<file path="config.mk">
export PLATFORM = sky130hd
export DESIGN_NAME = tsf_status_flags
export DESIGN_NICKNAME = d
export VERILOG_FILES = /design/src/tsf_pkg.sv /design/src/tsf_status_flags.sv
export SDC_FILE = /design/constraint.sdc
export NUM_CORES = 1
export LEC_CHECK = 0
export BUFFER_PORTS_ARGS = -buffer_cell sky130_fd_sc_hd__buf_2
export CAP_MARGIN = 20
export CORE_MARGIN = 3
export CORE_UTILIZATION = 40
export CTS_CLUSTER_DIAMETER = 40
export DETAILED_ROUTE_END_ITERATION = 6
export PLACE_DENSITY_LB_ADDON = 0.15
export SYNTH_ARGS = -nofsm -noshare
export SYNTH_HDL_FRONTEND = slang
export SYNTH_SLANG_ARGS = --single-unit
export TNS_END_PERCENT = 10
</file>
<file path="constraint.sdc">
create_clock -name clk -period 2.1 [get_ports clk]
set_input_delay 0.42 -clock clk [delete_from_list [all_inputs] [get_ports clk]]
set_output_delay 0.42 -clock clk [all_outputs]
set_load 0.02 [all_outputs]
</file>
<file path="src/tsf_pkg.sv">
// tsf_pkg: shared constants for the channel 4/5 timer status flag block
// assumes a 32-bit AHB-Lite register bus, one word per register
`default_nettype none
package tsf_pkg;
    // register byte offsets
    localparam logic [7:0] STATUS_OFFSET = 8'h00;
    localparam logic [7:0] MASK_OFFSET   = 8'h04;
    localparam logic [7:0] CTRL_OFFSET   = 8'h08;
    // flag bit positions in the status word
    localparam int FLAG_C4A  = 5;
    localparam int FLAG_C4B  = 6;
    localparam int FLAG_C4C  = 7;
    localparam int FLAG_C4D  = 8;
    localparam int FLAG_WRAP = 9;
    localparam int FLAG_C5A  = 10;
    localparam int FLAG_C5B  = 11;
    localparam int FLAG_C5C  = 12;
    localparam logic [15:0] FLAG_MASK   = 16'h1FE0;
    localparam logic [15:0] FLAG_RESET  = 16'h0000;
    localparam logic [15:0] CNT_MAX     = 16'hFFFF;
    localparam logic [15:0] CNT_ZERO    = 16'h0000;
    // control word fields: bit0 ch4 pwm, bit1 ch5 pwm, capture-mode select bits
    localparam int CTRL_PWM4   = 0;
    localparam int CTRL_PWM5   = 1;
    localparam int CTRL_CAP4A  = 4;
    localparam int CTRL_CAP4B  = 5;
    localparam int CTRL_CAP4C  = 6;
    localparam int CTRL_CAP4D  = 7;
    localparam int CTRL_CAP5A  = 8;
    localparam int CTRL_CAP5B  = 9;
    localparam int CTRL_CAP5C  = 10;
    localparam logic [15:0] CTRL_WMASK = 16'h07F3;
    localparam logic [1:0] HTRANS_NONSEQ = 2'h2;
endpackage : tsf_pkg
`default_nettype wire

</file>
<file path="src/tsf_status_flags.sv">
// tsf_status_flags: status flags for timer channels 4 and 5 behind AHB-Lite
// assumes counters, general registers and capture strobes come from sibling logic,
// all synchronous to clk
`default_nettype none
module tsf_status_flags
    import tsf_pkg::*;
(
    input  wire logic        clk,
    input  wire logic        rst,
    // AHB-Lite slave
    input  wire logic        hsel,
    input  wire logic [7:0]  haddr,
    input  wire logic [1:0]  htrans,
    input  wire logic        hwrite,
    input  wire logic [2:0]  hsize,
    input  wire logic [31:0] hwdata,
    input  wire logic        hready,
    output logic [31:0]      hrdata,
    output logic             hreadyout,
    output logic             hresp,
    // channel 4 timer side
    input  wire logic [15:0] ch4Counter,
    input  wire logic [15:0] ch4GeneralRegA,
    input  wire logic [15:0] ch4GeneralRegB,
    input  wire logic [15:0] ch4GeneralRegC,
    input  wire logic [15:0] ch4GeneralRegD,
    input  wire logic [3:0]  ch4CaptureStrobe,
    // channel 5 timer side
    input  wire logic [15:0] ch5Counter,
    input  wire logic [15:0] ch5GeneralRegA,
    input  wire logic [15:0] ch5GeneralRegB,
    input  wire logic [15:0] ch5GeneralRegC,
    input  wire logic [2:0]  ch5CaptureStrobe,
    // mode outputs for the channels and interrupt
    output logic             ch4PwmMode,
    output logic             ch5PwmMode,
    output logic             irq
);

    ////////////////////////////////////////////////////////////////////////////
    // state
    logic [15:0] flags_q, flags_d;
    logic [15:0] armed_q, armed_d;     // flags seen as one by a status read
    logic [15:0] mask_q, mask_d;
    logic [15:0] ctrl_q, ctrl_d;
    logic [15:0] prevCnt4_q;
    logic        wrValid_q, rdValid_q;
    logic [7:0]  addr_q;
    logic [31:0] hrdata_q;
    logic        irq_q;

    ////////////////////////////////////////////////////////////////////////////
    // bus decode: the slave is always ready, so every data phase is one cycle
    wire        accept     = hsel & hready & (htrans == HTRANS_NONSEQ);
    wire        wrStatus   = wrValid_q & (addr_q == STATUS_OFFSET);
    wire        wrMask     = wrValid_q & (addr_q == MASK_OFFSET);
    wire        wrCtrl     = wrValid_q & (addr_q == CTRL_OFFSET);
    wire        rdStatus   = accept & ~hwrite & (haddr == STATUS_OFFSET);
    wire [15:0] wdataLow   = hwdata[15:0];

    ////////////////////////////////////////////////////////////////////////////
    // event detection
    wire pwm4 = ctrl_q[CTRL_PWM4];
    wire pwm5 = ctrl_q[CTRL_PWM5];

    // capture mode takes strobe, compare mode takes counter equality
    function automatic logic hit(input logic capMode, input logic strobe,
                                 input logic [15:0] cnt, input logic [15:0] gr);
        hit = capMode ? strobe : (cnt == gr);
    endfunction

    wire ev4a = ~pwm4 & hit(ctrl_q[CTRL_CAP4A], ch4CaptureStrobe[0], ch4Counter, ch4GeneralRegA);
    wire ev4b = ~pwm4 & hit(ctrl_q[CTRL_CAP4B], ch4CaptureStrobe[1], ch4Counter, ch4GeneralRegB);
    wire ev4c = ~pwm4 & hit(ctrl_q[CTRL_CAP4C], ch4CaptureStrobe[2], ch4Counter, ch4GeneralRegC);
    // in PWM, reg D is the synchronous register and compares only
    wire ev4d = pwm4 ? (ch4Counter == ch4GeneralRegD)
                     : hit(ctrl_q[CTRL_CAP4D], ch4CaptureStrobe[3], ch4Counter, ch4GeneralRegD);
    wire ev5a = ~pwm5 & hit(ctrl_q[CTRL_CAP5A], ch5CaptureStrobe[0], ch5Counter, ch5GeneralRegA);
    wire ev5b = ~pwm5 & hit(ctrl_q[CTRL_CAP5B], ch5CaptureStrobe[1], ch5Counter, ch5GeneralRegB);
    // reg C of channel 5 is not blocked by PWM mode
    wire ev5c = hit(ctrl_q[CTRL_CAP5C], ch5CaptureStrobe[2], ch5Counter, ch5GeneralRegC);
    wire wrap4 = (prevCnt4_q == CNT_MAX) & (ch4Counter == CNT_ZERO);

    wire [15:0] setVec;
    assign setVec[4:0]       = 5'h00;
    assign setVec[FLAG_C4A]  = ev4a;
    assign setVec[FLAG_C4B]  = ev4b;
    assign setVec[FLAG_C4C]  = ev4c;
    assign setVec[FLAG_C4D]  = ev4d;
    assign setVec[FLAG_WRAP] = wrap4;
    assign setVec[FLAG_C5A]  = ev5a;
    assign setVec[FLAG_C5B]  = ev5b;
    assign setVec[FLAG_C5C]  = ev5c;
    assign setVec[15:13]     = 3'h0;

    ////////////////////////////////////////////////////////////////////////////
    // clear only armed flags written as zero; ones in the write are ignored
    wire [15:0] clrVec = wrStatus ? (armed_q & ~wdataLow & FLAG_MASK) : 16'h0000;

    always_comb begin
        flags_d = ((flags_q & ~clrVec) | setVec) & FLAG_MASK;
        // arming survives until the next status write of any value; a read captures fresh ones
        armed_d = rdStatus ? flags_q : (wrStatus ? 16'h0000 : armed_q);
        mask_d  = wrMask ? (wdataLow & FLAG_MASK) : mask_q;
        ctrl_d  = wrCtrl ? (wdataLow & CTRL_WMASK) : ctrl_q;
    end

    ////////////////////////////////////////////////////////////////////////////
    // flag, mask and control registers
    always_ff @(posedge clk) begin
        if (rst) begin
            flags_q <= FLAG_RESET;
            armed_q <= 16'h0000;
            mask_q  <= 16'h0000;
            ctrl_q  <= 16'h0000;
        end else begin
            flags_q <= flags_d;
            armed_q <= armed_d;
            mask_q  <= mask_d;
            ctrl_q  <= ctrl_d;
        end
    end

    // previous counter value for wrap detection
    always_ff @(posedge clk) begin
        if (rst) begin
            prevCnt4_q <= 16'h0000;
        end else begin
            prevCnt4_q <= ch4Counter;
        end
    end

    ////////////////////////////////////////////////////////////////////////////
    // bus address phase capture and read data
    wire [31:0] rdMux = (haddr == STATUS_OFFSET) ? {16'h0000, flags_q} :
                        (haddr == MASK_OFFSET)   ? {16'h0000, mask_q}  :
                        (haddr == CTRL_OFFSET)   ? {16'h0000, ctrl_q}  : 32'h0000_0000;

    always_ff @(posedge clk) begin
        if (rst) begin
            wrValid_q <= 1'b0;
            rdValid_q <= 1'b0;
            addr_q    <= 8'h00;
            hrdata_q  <= 32'h0000_0000;
        end else begin
            wrValid_q <= accept & hwrite;
            rdValid_q <= accept & ~hwrite;
            addr_q    <= accept ? haddr : addr_q;
            hrdata_q  <= (accept & ~hwrite) ? rdMux : 32'h0000_0000;
        end
    end

    // interrupt: any unmasked flag, registered
    always_ff @(posedge clk) begin
        if (rst) begin
            irq_q <= 1'b0;
        end else begin
            irq_q <= |(flags_d & mask_q);
        end
    end

    assign hrdata     = hrdata_q;
    assign hreadyout  = 1'b1;     // zero wait states
    assign hresp      = 1'b0;     // always OKAY
    assign ch4PwmMode = ctrl_q[CTRL_PWM4];
    assign ch5PwmMode = ctrl_q[CTRL_PWM5];
    assign irq        = irq_q;

endmodule : tsf_status_flags
`default_nettype wire

</file>
==> run metrics <==
WL/cell ~17 um; Internal between 2000 and 2500 uW; Hold Crit Class in -> reg; R2R cell count 8; worst hold endpoint ctrl_q[1]; Adder-Cell Fraction of Synth Area 0; worst-path fanout max 4; asr flop ratio synth 0; CTS tree done; sw frac 0.2728; multiplexer share of the synthesized area 0.04401; I/O pins 238; Tightest Pin Transition about 680 ps; GPL Wtd Cong 0.9065; Max VDD drop around 0.00026 V; Top FF cell, synth dfxtp_1; Clock transition at path regs approximately 80 ps; via density per instance just under 5; top post-synthesis cells by area dfxtp_1 (32%), xor2_1 (16%), xnor2_1 (6.9%); Simple-Gate Fraction of Synth Area 0.2244; yosys warns 0; clock sinks 70; routing usage on met3 0.05050; Final HPWL DP 11860 um; layout cells sized above 1 0.3741; CP Capture Type flip-flop; Syn Std Cell Area 4322 um2; largest net degree at the start of global routing 46; initial cell density of the core 0.4149; largest family of logic cells by synthesized area XOR/XNOR gates; DRT Wirelength around 14000 um; Die Ht about 110 um; final period utilization 0.9568; setup violators final 0; Setup CP Type reg -> reg; core region area approximately 10000 um2; Num CTS Buffers 9; met1 usage 0.2850; Clock Tree Buf Depth 2; Slew Limit Fails 0; Sw Pwr between 800 and 900 uW; Critical Path Max Stage Delay roughly 340 ps; WHS Path Cells 3; share of the synthesized area in the top cell type 0.3243; Post-Syn Instances between 500 and 600; Std-Cell Rows 37; most numerous cell in the Yosys netlist xor2_1; most instantiated cells after synthesis xor2_1 (78), dfxtp_1 (70), xnor2_1 (34), nand2_1 (31), nor2_1 (27); final core occ 0.5620; status complete, no violations; WP data required roughly 2300 ps; gr busiest metal met2; Synth Area in XOR/XNOR 0.2270; Final #Nets ~920; initial antenna violation count 0; relative slew slack 0.5461; Worst R2R Start addr_q[6]; worst hold slack approximately 300 ps; power share of the sequential group 0.444; met2 GRT Util 0.4133; clock network power share 0.361; Root Buffer clkbuf_8; EDFF count, synth 0; number of DRC markers in iteration 0 roughly 200; die area between 10000 and 15000 um2; Critical-path top delay cell dfxtp_2; Lkg Pwr ~0.0027 uW; post-synthesis compound-gate area fraction 0.09815; crit path DAT about 2200 ps; drt drc 0; overall power between 3000 and 4000 uW; FF+latch count, synth 70; Post-Layout Inst Area ~5900 um2; grt ovf 0; Tmin final around 2000 ps; fillers just over 1000; vias in the first global route 4280; Hold Path Origin hwdata[1]; # diodes 0; IO Port Bufs 190; first-pass GRT wire length 21740 um; setup slack, reg-to-reg 90 ps; Synth cell types 51; clock skew between 5 and 6 ps; Clock Latency Late Sink around 350 ps; GRT Total Usage 0.2383; vias roughly 4300; max-cap viol count 0; Area growth syn-to-layout 35.47%; DP Cell Count approximately 840; post-route insts no fill ~860; largest area contributor in the netlist dfxtp_1; worst-path cell chain nor4b_4 > nand3b_1 > buf_6 > buf_4 > o211ai_1 > o311ai_0 > nor4_4 > a41oi_2; Comb pwr share 0.195; Fin. Hold Viols 0; die width 109.9 um; Max H-tree Level 3; FF-to-FF End irq; post-route ant nets 0; P per Cell Area 520.6 nW/um2; CP Launch Type flip-flop; placement-stage cell area ~5600 um2; fmax about 500 MHz; Post-Syn Area per Cell 8.626 um2; sequential area share after synthesis 0.3243; Pre-Repair DR Iteration Count 5
==> cell families after synthesis <==
group                     Yosys count
and+or+nand+nor                   173
xor gates and xnor gates          112
DFF                                70
AOI/OAI and AO/OA                  65
buffers and inverters              60
muxes                              19
other                               2
==> power groups by stage <==
stage / Sequential [uW] / Combinational [uW] / Clock, uW
2_1_floorplan: 1380 / 329 / 0
3_3_place_gp: 1380 / 578 / 0
3_5_place_dp: 1380 / 589 / 0
4_1_cts: 1350 / 593 / 1120
5_1_grt: 1360 / 650 / 1170
6_report: 1350 / 594 / 1100
==> how the worst max path moves through the flow <==
stage,startpoint,end,slack [ps],cells after the start
after floorplan,ch4Counter[8],irq,130,7
after global placement,ch4Counter[10],irq,-80,7
after detailed placement,ch4Counter[10],irq,-140,7
after CTS,addr_q[4],irq,20,8
after global routing,addr_q[7],irq,-10,7
final,addr_q[6],irq,90,8
==> registers in the layout, indices dropped and copies added (netlist names) <==
register,flops
flags_q,8
ctrl_q,9
mask_q,8
armed_q,8
prevCnt4_q,16
addr_q,8
irq,1
hrdata,11
wrValid_q,1
==> final cells by class <==
class                   count  area (um2)  share of cell area
multi-input cells         392        2708              0.4625
repair buffers            242        1345              0.2298
clock buffers              11       141.4             0.02415
well taps                 136       170.2             0.02907
clock inverters             5       58.81             0.01004
flip-flops and latches     70        1405              0.2400
inverters                   7       26.28            0.004488
==> per-layer routing <==
metal	vias to the layer above	part of all wire	routed length (um)
met2	188	0.50	7103
met1	1951	0.40	5734
li1	2122	-	-
met4	0	0.027	380
met5	-	0	0
met3	29	0.077	1098
==> per-stage QoR <==
stage	setup TNS, ps	worst slack (ps)
after global routing	-10.17	-10.17
after global placement	-76.90	-76.90
after CTS	0	22.43
after detailed placement	-135.5	-135.5
after floorplan	0	128.9
final	0	90.77
==> worst max-delay path, delay by kind of cell (launching register included) <==
| family | cells | cell delay, ps |
|---|---|---|
| DFF | 1 | 340 |
| and+or+nand+nor | 3 | 680 |
| buffers and inverters | 2 | 290 |
| AOI/OAI and AO/OA | 3 | 560 |
==> timing repair <==
action / CTS / global route
resized for setup: 2 / 11
buffers inserted: 2 / 1
setup endpoints to repair: 1 / 1
pin swaps: 4 / 5
hold buffers: 0 / 0
==> cell usage in the layout (no fill, tap or decap), types with 10 or more instances in the layout <==
cell        n
dfxtp_1    67
xnor2_1    34
mux2i_1    19
nor3_1     10
nor2_1     27
o21ai_0    13
conb_1     23
buf_4      51
buf_2     190
nand3_1    16
xor2_1     78
a21oi_1    21
nor2b_1    16
nand4_1    11
nor4_1     19
clkbuf_8   10
nand2_1    31
Power figures use the tool's default switching activity.
